<file path="config.mk">
export PLATFORM = sky130hd
export DESIGN_NAME = tmr8_wave
export DESIGN_NICKNAME = d
export VERILOG_FILES = /design/src/tmr8_wave.v
export VERILOG_INCLUDE_DIRS = /design/src
export SDC_FILE = /design/constraint.sdc
export NUM_CORES = 1
export LEC_CHECK = 0
export ABC_AREA = 0
export BUFFER_PORTS_ARGS = -buffer_cell sky130_fd_sc_hd__buf_4
export CELL_PAD_IN_SITES_DETAIL_PLACEMENT = 0
export CELL_PAD_IN_SITES_GLOBAL_PLACEMENT = 1
export CORE_MARGIN = 2
export CORE_UTILIZATION = 45
export DETAILED_ROUTE_END_ITERATION = 8
export PLACE_DENSITY_LB_ADDON = 0.2
export REMOVE_ABC_BUFFERS = 1
export SLEW_MARGIN = 20
export SYNTH_ARGS = -nofsm -noshare
export SYNTH_HDL_FRONTEND = slang
export SYNTH_SLANG_ARGS = --single-unit
</file>
<file path="constraint.sdc">
create_clock -name ref_clk -period 3.6 [get_ports ref_clk]
set_input_delay 0.54 -clock ref_clk [delete_from_list [all_inputs] [get_ports ref_clk]]
set_output_delay 0.54 -clock ref_clk [all_outputs]
set_load 0.1 [all_outputs]
</file>
<file path="src/tmr8_regs.vh">
`ifndef TMR8_REGS_VH
`define TMR8_REGS_VH

// Register word addresses
`define TMR8_AW            3
`define TMR8_ADDR_CTRL     3'h0
`define TMR8_ADDR_COUNT    3'h1
`define TMR8_ADDR_COMPARE  3'h2
`define TMR8_ADDR_FLAGS    3'h3
`define TMR8_ADDR_PIN      3'h4

// Control register fields
`define TMR8_CTRL_WM_LO    0
`define TMR8_CTRL_WM_HI    1
`define TMR8_CTRL_COM_LO   2
`define TMR8_CTRL_COM_HI   3
`define TMR8_CTRL_FORCE    7

// Flag register fields
`define TMR8_FLAG_OVF      0
`define TMR8_FLAG_CMP      1

// Pin control register fields
`define TMR8_PIN_DIR       0
`define TMR8_PIN_PORT      1
`define TMR8_PIN_STATE     2

// Waveform modes
`define TMR8_WM_NORMAL     2'h0
`define TMR8_WM_PHASE      2'h1
`define TMR8_WM_CLEAR      2'h2
`define TMR8_WM_FAST       2'h3

// Compare output modes
`define TMR8_COM_OFF       2'h0
`define TMR8_COM_TOGGLE    2'h1
`define TMR8_COM_CLEAR     2'h2
`define TMR8_COM_SET       2'h3

// Counter values and reset values
`define TMR8_MAX           8'hFF
`define TMR8_BOTTOM        8'h00
`define TMR8_ONE           8'h01
`define TMR8_RST_BYTE      8'h00
`define TMR8_RST_MODE      2'h0

`endif

</file>
<file path="src/tmr8_wave.v">
// Function
// - Reset clears the internal compare output state bit to zero.
// - Nonzero compare output mode routes state to pin; direction bit enables drive.
// - Pin override depends only on compare output mode, not waveform mode.
// - Compare output mode zero leaves output state unchanged on matches.
// - New compare output mode takes effect at the next compare match.
// - Force strobe in non-PWM modes applies the output action immediately.
// - Counting sequence depends only on waveform mode.
// - Mode zero always increments, wraps from 0xFF to 0x00, never clears.
// - Normal mode sets overflow flag when the counter becomes zero.
// - Counter only sets overflow flag; clearing comes from interrupt acknowledge or a one written to the flag bit.
// - Normal mode accepts counter writes at any time.
// - Mode two clears counter on match with compare value as top.
// - Clear-on-match mode sets compare match flag on reaching top.
// - Clear-on-match compare unbuffered; below count means wrap through 0xFF.
// - Clear-on-match with mode one toggles output on every match.
// - Clear-on-match sets overflow flag on passing from maximum to 0x00.
// - Mode three counts to maximum, then clears on next timer tick.
// - Fast PWM non-inverting clears on match, sets at bottom; inverting opposite.
// - Fast PWM sets overflow flag each time the counter passes from maximum to bottom.
// - Fast PWM compare zero gives one-tick spike; maximum gives constant level.
// - Compare register double buffered in PWM, loaded at top; else immediate.
// - Counter equal to compare sets match flag at the next timer tick.
// - Counter write suppresses compare match in the following timer tick.
//
// The register addresses and the strobed register port were chosen for this implementation.
`timescale 1ns/1ps
`include "tmr8_regs.vh"

module tmr8_wave
#(
  parameter DW = 8
)
(
  input  wire                  ref_clk,
  input  wire                  rstn,
  input  wire                  tick_en,
  input  wire [`TMR8_AW-1:0]   bus_addr,
  input  wire [DW-1:0]         bus_wdata,
  input  wire                  bus_wr,
  input  wire                  bus_rd,
  output wire [DW-1:0]         bus_rdata,
  input  wire                  ovf_ack,
  input  wire                  cmp_ack,
  output wire                  overflow_flag,
  output wire                  compare_match_flag,
  output wire                  compare_output_state,
  output wire                  pin_out,
  output wire                  pin_oe
);

  reg [1:0]    waveform_mode_q;
  reg [1:0]    compare_output_mode_q;
  reg [DW-1:0] counter_value_q;
  reg [DW-1:0] counter_value_d;
  reg [DW-1:0] compare_value_q;
  reg [DW-1:0] compare_value_d;
  reg [DW-1:0] compare_buf_q;
  reg [DW-1:0] compare_buf_d;
  reg          block_q;
  reg          block_d;
  reg          ovf_q;
  reg          ovf_d;
  reg          cmp_q;
  reg          cmp_d;
  reg          state_q;
  reg          state_d;
  reg          dir_q;
  reg          port_q;
  reg          pin_out_q;
  reg          pin_oe_q;
  reg [DW-1:0] rdata_q;
  reg [DW-1:0] rdata_d;

  wire wr_ctrl;
  wire wr_count;
  wire wr_compare;
  wire wr_flags;
  wire wr_pin;
  wire force_strobe;
  wire pwm_mode;
  wire at_max;
  wire cmp_equal;
  wire match_hit;
  wire ovf_set;
  wire ovf_clr;
  wire cmp_clr;
  wire override;

  // Action of a non-PWM compare match on the output state
  function wave_action;
    input [1:0] com;
    input       cur;
    begin
      case (com)
        `TMR8_COM_OFF:
          wave_action = cur;
        `TMR8_COM_TOGGLE:
          wave_action = ~cur;
        `TMR8_COM_CLEAR:
          wave_action = 1'b0;
        `TMR8_COM_SET:
          wave_action = 1'b1;
        default:
          wave_action = cur;
      endcase
    end
  endfunction

  // Fast PWM, the only mode that buffers the compare value and shapes PWM output
  function is_pwm;
    input [1:0] wm;
    begin
      is_pwm = (wm == `TMR8_WM_FAST);
    end
  endfunction

  assign wr_ctrl      = bus_wr & (bus_addr == `TMR8_ADDR_CTRL);
  assign wr_count     = bus_wr & (bus_addr == `TMR8_ADDR_COUNT);
  assign wr_compare   = bus_wr & (bus_addr == `TMR8_ADDR_COMPARE);
  assign wr_flags     = bus_wr & (bus_addr == `TMR8_ADDR_FLAGS);
  assign wr_pin       = bus_wr & (bus_addr == `TMR8_ADDR_PIN);
  assign force_strobe = wr_ctrl & bus_wdata[`TMR8_CTRL_FORCE];

  assign pwm_mode  = is_pwm(waveform_mode_q);
  assign at_max    = (counter_value_q == `TMR8_MAX);
  assign cmp_equal = (counter_value_q == compare_value_q);

  // Comparison seen on a tick; flag follows at the same edge
  assign match_hit = tick_en & cmp_equal & ~block_q;

  // Phase-correct mode is not built, so it never flags overflow
  assign ovf_set = tick_en & at_max & (waveform_mode_q != `TMR8_WM_PHASE);
  assign ovf_clr = ovf_ack | (wr_flags & bus_wdata[`TMR8_FLAG_OVF]);
  assign cmp_clr = cmp_ack | (wr_flags & bus_wdata[`TMR8_FLAG_CMP]);

  assign override = |compare_output_mode_q;

  // Counter sequence
  always @*
  begin
    counter_value_d = counter_value_q;
    if (tick_en)
    begin
      case (waveform_mode_q)
        `TMR8_WM_CLEAR:
        begin
          if (match_hit)
            counter_value_d = `TMR8_BOTTOM;
          else
            counter_value_d = counter_value_q + `TMR8_ONE;
        end
        `TMR8_WM_FAST:
        begin
          if (at_max)
            counter_value_d = `TMR8_BOTTOM;
          else
            counter_value_d = counter_value_q + `TMR8_ONE;
        end
        default:
          counter_value_d = counter_value_q + `TMR8_ONE;
      endcase
    end
    // Software write beats any count or clear
    if (wr_count)
      counter_value_d = bus_wdata;
  end

  // Match blocking after a counter write, kept until the next tick
  always @*
  begin
    block_d = block_q;
    if (tick_en)
      block_d = 1'b0;
    if (wr_count)
      block_d = 1'b1;
  end

  // Compare value and its buffer
  always @*
  begin
    compare_buf_d   = compare_buf_q;
    compare_value_d = compare_value_q;
    if (wr_compare)
      compare_buf_d = bus_wdata;
    if (pwm_mode)
    begin
      // Loading at top keeps each PWM period whole
      if (tick_en & at_max)
        compare_value_d = compare_buf_q;
    end
    else
    begin
      if (wr_compare)
        compare_value_d = bus_wdata;
      else
        compare_value_d = compare_buf_q;
    end
  end

  // Flags: a set in the same cycle as a clear wins
  always @*
  begin
    ovf_d = ovf_q;
    if (ovf_clr)
      ovf_d = 1'b0;
    if (ovf_set)
      ovf_d = 1'b1;
    cmp_d = cmp_q;
    if (cmp_clr)
      cmp_d = 1'b0;
    if (match_hit)
      cmp_d = 1'b1;
  end

  // Output state; the mode in force at the match decides the action
  always @*
  begin
    state_d = state_q;
    if (pwm_mode)
    begin
      if (match_hit)
      begin
        case (compare_output_mode_q)
          `TMR8_COM_TOGGLE:
            state_d = ~state_q;
          `TMR8_COM_CLEAR:
            state_d = 1'b0;
          `TMR8_COM_SET:
            state_d = 1'b1;
          default:
            state_d = state_q;
        endcase
      end
      // Bottom action after the match, so compare at max holds a level
      if (tick_en & at_max)
      begin
        case (compare_output_mode_q)
          `TMR8_COM_CLEAR:
            state_d = 1'b1;
          `TMR8_COM_SET:
            state_d = 1'b0;
          default:
            state_d = state_d;
        endcase
      end
    end
    else
    begin
      if (force_strobe)
        state_d = wave_action(compare_output_mode_q, state_d);
      if (match_hit)
        state_d = wave_action(compare_output_mode_q, state_d);
    end
  end

  // Read data, valid in the cycle after the strobe
  always @*
  begin
    rdata_d = {DW{1'b0}};
    if (bus_rd)
    begin
      case (bus_addr)
        `TMR8_ADDR_CTRL:
        begin
          rdata_d[`TMR8_CTRL_WM_HI:`TMR8_CTRL_WM_LO]   = waveform_mode_q;
          rdata_d[`TMR8_CTRL_COM_HI:`TMR8_CTRL_COM_LO] = compare_output_mode_q;
        end
        `TMR8_ADDR_COUNT:
          rdata_d = counter_value_q;
        `TMR8_ADDR_COMPARE:
          rdata_d = compare_buf_q;
        `TMR8_ADDR_FLAGS:
        begin
          rdata_d[`TMR8_FLAG_OVF] = ovf_q;
          rdata_d[`TMR8_FLAG_CMP] = cmp_q;
        end
        `TMR8_ADDR_PIN:
        begin
          rdata_d[`TMR8_PIN_DIR]   = dir_q;
          rdata_d[`TMR8_PIN_PORT]  = port_q;
          rdata_d[`TMR8_PIN_STATE] = state_q;
        end
        default:
          rdata_d = {DW{1'b0}};
      endcase
    end
  end

  always @(posedge ref_clk or negedge rstn)
  begin
    if (!rstn)
    begin
      waveform_mode_q       <= `TMR8_RST_MODE;
      compare_output_mode_q <= `TMR8_RST_MODE;
      counter_value_q       <= `TMR8_RST_BYTE;
      compare_value_q       <= `TMR8_RST_BYTE;
      compare_buf_q         <= `TMR8_RST_BYTE;
      block_q               <= 1'b0;
      ovf_q                 <= 1'b0;
      cmp_q                 <= 1'b0;
      state_q               <= 1'b0;
      dir_q                 <= 1'b0;
      port_q                <= 1'b0;
      pin_out_q             <= 1'b0;
      pin_oe_q              <= 1'b0;
      rdata_q               <= `TMR8_RST_BYTE;
    end
    else
    begin
      if (wr_ctrl)
      begin
        waveform_mode_q       <= bus_wdata[`TMR8_CTRL_WM_HI:`TMR8_CTRL_WM_LO];
        compare_output_mode_q <= bus_wdata[`TMR8_CTRL_COM_HI:`TMR8_CTRL_COM_LO];
      end
      if (wr_pin)
      begin
        dir_q  <= bus_wdata[`TMR8_PIN_DIR];
        port_q <= bus_wdata[`TMR8_PIN_PORT];
      end
      counter_value_q <= counter_value_d;
      compare_value_q <= compare_value_d;
      compare_buf_q   <= compare_buf_d;
      block_q         <= block_d;
      ovf_q           <= ovf_d;
      cmp_q           <= cmp_d;
      state_q         <= state_d;
      // Pin registered once more; lags the state by a cycle
      pin_out_q       <= override ? state_q : port_q;
      pin_oe_q        <= dir_q;
      rdata_q         <= rdata_d;
    end
  end

  assign bus_rdata            = rdata_q;
  assign overflow_flag        = ovf_q;
  assign compare_match_flag   = cmp_q;
  assign compare_output_state = state_q;
  assign pin_out              = pin_out_q;
  assign pin_oe               = pin_oe_q;

endmodule

</file>
==> reports/metrics.cfg, run 1 <==
[outcome]
status=finished clean

[routing]
postRouteAntennaNets=0
num_vias=1812
drtPass1Iterations=4
route.detailed.drc=0
routed_wl_um=5580
first_iter_violations=108
wire_per_inst_um=16.8
vias_per_cell=5.44

[pwr]
power.share.switching_pct=39.7
p_comb_share_pct=34.2
powerDensity_nw_per_um2=592
p_int_uw=961
seqPwrFrac_pct=46.3
power_frac_clock_pct=19.4
leakage_nw=1.15
power.total_mw=1.59
p_sw_uw=633
ir_drop_v=0.000235

[cts]
cts_tree=done
clockRootBuffer=clkbuf_8
clock_latency_ns=0.30
cts.repair.resized=0
clock_path_buffers=2
ctsHoldBuffers=0
clock_sinks=44
clk_pin_slew_ns=0.08
cts_buffers=5
postCtsSetupRepairBufs=0
htreeDepth=2

[worst_setup_path]
critPathKind=reg -> reg
cpPeakStageDelay_ns=0.55
start_kind=flip-flop
cp.depth=6
crit_path_end=compare_output_state
reg2reg_depth=6
r2r-start=counter_value_q[0]
cp_cell_sequence=xnor2_1 -> nand3_1 -> or3_1 -> or4b_4 -> a41oi_2 -> a41oi_1
crit_fanout=8
worstPathRequired_ns=3.77
worstSetupStartpoint=counter_value_q[0]
cp.arrival_ns=2.53
cp_top_family=simple AND/OR/NAND/NOR gates
worstSetupEndpointType=flip-flop
r2r-end=compare_output_state
reg2reg_slack_ns=1.24
cp.buffers_inverters=0
cpMaxStageDelayCell=or4b_4

[synthesis]
yosys.area_share.simple_pct=19.7
synth_area_per_cell_um2=9.88
ys.flop_type=dfrtp_1
synth_warnings=0
synth.yosys.seq_area_share_pct=46.6
ys_top_cells_by_count=44 x dfrtp_1, 31 x nor2_1, 18 x nand2_1, 14 x mux2_2, 13 x mux2i_1
synthArstFlopShare_pct=100
synth_xor_area_share_pct=3.66
synthAdderAreaFrac_pct=0.530
ys_ff_latch=44
synth_compound_area_share_pct=12.1
yosys.area.top_type=dfrtp_1
synth_top_family_by_area=simple AND/OR/NAND/NOR gates
synth_edf_count=0
synthMuxAreaShare_pct=13.1
synth_cell_types=42
netlist_area_um2=2360
synthTopCellsByArea=dfrtp_1 47%, mux2_2 6.7%, mux2i_1 5.5%
synth_top_area_share_pct=46.6
syn_inst=239
synth.most_common_cell=dfrtp_1

[job]
cap_violations=0

[timing]
clock.fmax_mhz=423
min_period_over_period_pct=65.7
setup-tns-final_ns=0
slew_headroom_pct=59.1
rsz0062_at_grt=no
clock_skew_ns=0.00700
min_period_ns=2.36
setup_violations=0
tightest_slew_ns=0.613
slew_violations=0
hold_viol=0

[layout]
final_nets=281
diodes=0
fill_cells=498
fin_util_pct=53.1
drive_gt1_share_pct=22.4
design_area_um2=2690
regArea_um2=1100
fin_cells=333
multi_input_area_um2=1170
area_growth_pct=14.1

[grt]
antenna_found_initial=0
grt_first_pass_wirelength_um=9360
track_usage_pct=20.3
grt_pass1_vias=1850
grt_max_degree=45
grt_overflow=0

[place]
numPortBuffers=30
place_inst=325
hpwl_um=4000
place_area_um2=2610
gp_congestion=0.832

[floorplan]
dieHeight_um=76.4
die_area_um2=5840
start_util_pct=46.5
fp.dieW_um=76.4
rows=26
coreArea_um2=5070
io_pins=31

[min_path]
hold_path_class=in -> async

[flip-flops by register name (all words and copies together) (netlist names)]
register               count
counter_value_q            8
pin_oe                     1
port_q                     1
compare_value_q            8
compare_output_mode_q      2
compare_match_flag         1
overflow_flag              1
dir_q                      1
bus_rdata                  8
waveform_mode_q            2
block_q                    1
pin_out                    1
compare_buf_q              8
compare_output_state       1
[power by group through the flow]
stage / clock, mW / combinational, mW / sequential (mW)
2_1_floorplan: 0 / 0.295 / 0.837
5_1_grt: 0.340 / 0.596 / 0.757
6_report: 0.310 / 0.546 / 0.739
4_1_cts: 0.322 / 0.549 / 0.740
3_5_place_dp: 0 / 0.548 / 0.750
3_3_place_gp: 0 / 0.542 / 0.748
[worst min-delay path by stage]
| stage | slack (ns) | end | depth (start not counted) |
|---|---|---|---|
| 2_1_floorplan | 0.24 | block_q | 0 |
| 3_3_place_gp | 0.40 | pin_oe | 0 |
| 3_5_place_dp | 0.40 | pin_oe | 0 |
| 4_1_cts | 0.25 | compare_output_mode_q[0] | 1 |
| 5_1_grt | 0.25 | compare_output_mode_q[0] | 1 |
| 6_report | 0.22 | compare_output_mode_q[0] | 1 |
[cells in the final DEF (no fill, tap or decap), drive strengths merged, types with 6 or more instances in the layout]
| cell | n |
|---|---|
| dfrtp | 44 |
| nor2 | 31 |
| buf | 31 |
| nand2 | 18 |
| mux2 | 14 |
| mux2i | 13 |
| a21oi | 11 |
| o21ai | 10 |
| xnor2 | 9 |
| a31oi | 7 |
| nor3 | 6 |
| and3 | 6 |
| nand3 | 6 |
[area by class of cell]
| class | instances | share of cell area [%] |
|---|---|---|
| Inverter | 5 | 0.697 |
| Tap cell | 70 | 3.25 |
| Sequential cell | 44 | 40.9 |
| Multi-Input combinational cell | 175 | 43.3 |
| Clock inverter | 3 | 0.697 |
| Timing Repair Buffer | 31 | 8.64 |
| Clock buffer | 5 | 2.55 |
[cells by family (layout without fill, tap and decap cells)]
group / after synthesis / in the layout
compound gates: 44 / 44
fa+ha+maj: 1 / 1
xor+xnor: 9 / 9
simple gates: 93 / 93
buf+inv: 20 / 44
mux: 28 / 28
flops: 44 / 44
[metrics by stage]
stage / setup slack (ns) / hold WS (ns)
2_1_floorplan: 0.726 / 0.244
3_5_place_dp: 1.30 / 0.396
5_1_grt: 1.16 / 0.250
3_3_place_gp: 1.26 / 0.397
4_1_cts: 1.28 / 0.246
6_report: 1.24 / 0.215
[routing by layer]
metal  global-route usage [%]  vias to the layer above  share of wire [%]
li1                         -                      891                  -
met2                     34.4                       42                 49
met1                     26.7                      874                 46
met4                     6.00                        0                1.3
met5                        0                        -                  0
met3                     3.55                        5                4.2
No activity file was read; power rests on OpenSTA's default activity.
==> run 2: changes to the inputs <==
CORE_UTILIZATION = 40   (was 45)
clock period = 1.9 ns   (was 3.6 ns; I/O delays follow)
==> run 2 against run 1 <==
  * The flow now finishes with violations (setup timing)
  * Clock skew hardly changed
  * Critical path depth is 1 higher
  * Total power is 110% higher
  * Maximum frequency is 19% higher
  * Critical endpoint unchanged
  * Largest cell class unchanged
  * Highest routed layer unchanged
==> reports/metrics.cfg, run 2 (synthesis results as in run 1) <==
[pwr]
leakage_nw=1.37
seqPwrFrac_pct=39.7
p_sw_mw=1.31
p_comb_share_pct=41.9
ir_drop_v=0.000552
power_frac_clock_pct=18.4
power.share.switching_pct=38.9
powerDensity_nw_per_um2=1090
p_int_mw=2.06

[worst_setup_path]
crit_fanout=2
cp.arrival_ns=2.16
start_kind=flip-flop
worstSetupEndpointType=flip-flop
worstPathRequired_ns=2.07
critPathKind=reg -> reg
r2r-end=compare_output_state
reg2reg_depth=7
reg2reg_slack_ns=-0.09
r2r-start=counter_value_q[0]

[cts]
clock_path_buffers=2
cts_buffers=5
clockRootBuffer=clkbuf_8
cts_tree=done
clk_pin_slew_ns=0.09
clock_latency_ns=0.30
clock_sinks=44
htreeDepth=2

[grt]
grt_first_pass_wirelength_um=10000
track_usage_pct=20.7
grt_max_degree=45
grt_pass1_vias=1936
antenna_found_initial=0
grt_overflow=0

[timing]
clock.fmax_mhz=501
setup_violations=2
slew_headroom_pct=61.6
min_period_ns=1.99
rsz0062_at_grt=yes
min_period_over_period_pct=105
slew_violations=0
tightest_slew_ns=0.576
setup_slack_ns=-0.0945
clock_skew_ns=0.00734
hold_viol=0

[floorplan]
coreArea_um2=5610
rows=27
io_pins=31
fp.dieW_um=80.8
dieHeight_um=80.8
start_util_pct=42.1
die_area_um2=6530

[routing]
drtPass1Iterations=5
first_iter_violations=128
postRouteAntennaNets=0
route.detailed.drc=0
vias_per_cell=5.32
num_vias=1986
wire_per_inst_um=16.9
routed_wl_um=6310

[layout]
final_nets=319
regArea_um2=1100
fill_cells=529
drive_gt1_share_pct=36.2
fin_util_pct=55.2
multi_input_area_um2=1260
layout_commonest_cell=buf_4
area_growth_pct=31.1
diodes=0
mostFrequentLayoutCells=67 x buf_4, 43 x dfrtp_1, 30 x nor2_1

[job]
cap_violations=0

[outcome]
violations=setup timing
status=finished with violations

[place]
numPortBuffers=30
post-place-ws_ns=-0.215
gp_congestion=0.826
hpwl_um=4470

[min_path]
worst_hold_path.endpoint=bus_rdata[2]
holdPathStages=2
min_from=bus_rd
hold_path_class=in -> reg

==> run 2: changes by cell type in the layout (fill, tap and decap cells not counted), moves of 2 or more <==
| cell | previous run | this run |
|---|---|---|
| xnor2_2 | 1 | 3 |
| nand3_2 | 1 | 3 |
| or3_1 | 2 | 0 |
| nor4_4 | 0 | 2 |
| or3_4 | 0 | 2 |
| clkinv_2 | 2 | 0 |
| xnor2_1 | 8 | 6 |
| a221oi_2 | 0 | 2 |
| buf_4 | 31 | 67 |
| nand3_1 | 5 | 3 |
| a221oi_1 | 2 | 0 |
==> run 2: cell type report <==
cell class	instances	share of cell area [%]
sequential	44	35.6
inverter	5	0.607
clock inverter	1	0.243
tap	72	2.91
timing repair buffer	69	16.9
multi-input combinational	175	40.9
clock buffer	7	2.79
==> run 2: how the worst max path moves through the flow <==
stage / from / endpoint / slack, ns / cells after the start
floorplan: counter_value_q[0] / compare_output_state / -0.97 / 6
global placement: counter_value_q[0] / compare_output_state / -0.18 / 9
detailed placement: counter_value_q[0] / compare_output_state / -0.22 / 9
CTS: counter_value_q[0] / compare_output_state / -0.14 / 6
global route: counter_value_q[0] / compare_output_state / -0.15 / 7
finish: counter_value_q[0] / compare_output_state / -0.09 / 7
==> run 2: through the flow <==
stage / setup TNS (ns) / area [um^2] / power, mW / hold slack (ns) / std cells
finish: -0.128 / 3090 / 3.37 / 0.215 / 373
CTS: -0.289 / 3020 / 3.32 / 0.208 / 371
floorplan: -8.19 / 2280 / 2.14 / -0.0106 / 224
global placement: -1.03 / 2860 / 2.64 / 0.321 / 361
global route: -0.698 / 3090 / 3.59 / 0.209 / 373
detailed placement: -0.908 / 2860 / 2.65 / 0.325 / 361
==> run 2: critical path, stage by stage (launching register included) <==
cell and delay [ns]:
dfrtp_1 0.40, buf_6 0.13, xnor2_2 0.13, nand3_2 0.11, or3_4 0.39, or4b_4 0.52, a41oi_2 0.16, a41oi_2 0.05
==> run 2: repair_timing <==
action / in CTS / in global routing
hold buffers: 1 / 0
buffers inserted: 1 / 2
endpoints found under the hold margin: 22 / 0
endpoints found under the setup margin: 16 / 16
resized for setup: 7 / 11
pin swaps: 5 / 7
==> run 2: power by group through the flow <==
stage          clock network [mW]  logic (mW)  registers (mW)
2_1_floorplan                   0       0.558            1.59
3_3_place_gp                    0        1.29            1.35
3_5_place_dp                    0        1.30            1.35
4_1_cts                     0.647        1.34            1.33
5_1_grt                     0.689        1.53            1.37
6_report                    0.621        1.41            1.34
==> run 2: per-layer routing <==
layer | GRT usage, % | share of wire, % | vias to the layer above
li1 | - | - | 971
met1 | 27.6 | 46 | 960
met2 | 34.0 | 48 | 47
met3 | 4.11 | 5.0 | 8
met4 | 6.27 | 1.4 | 0
met5 | 0 | 0 | -
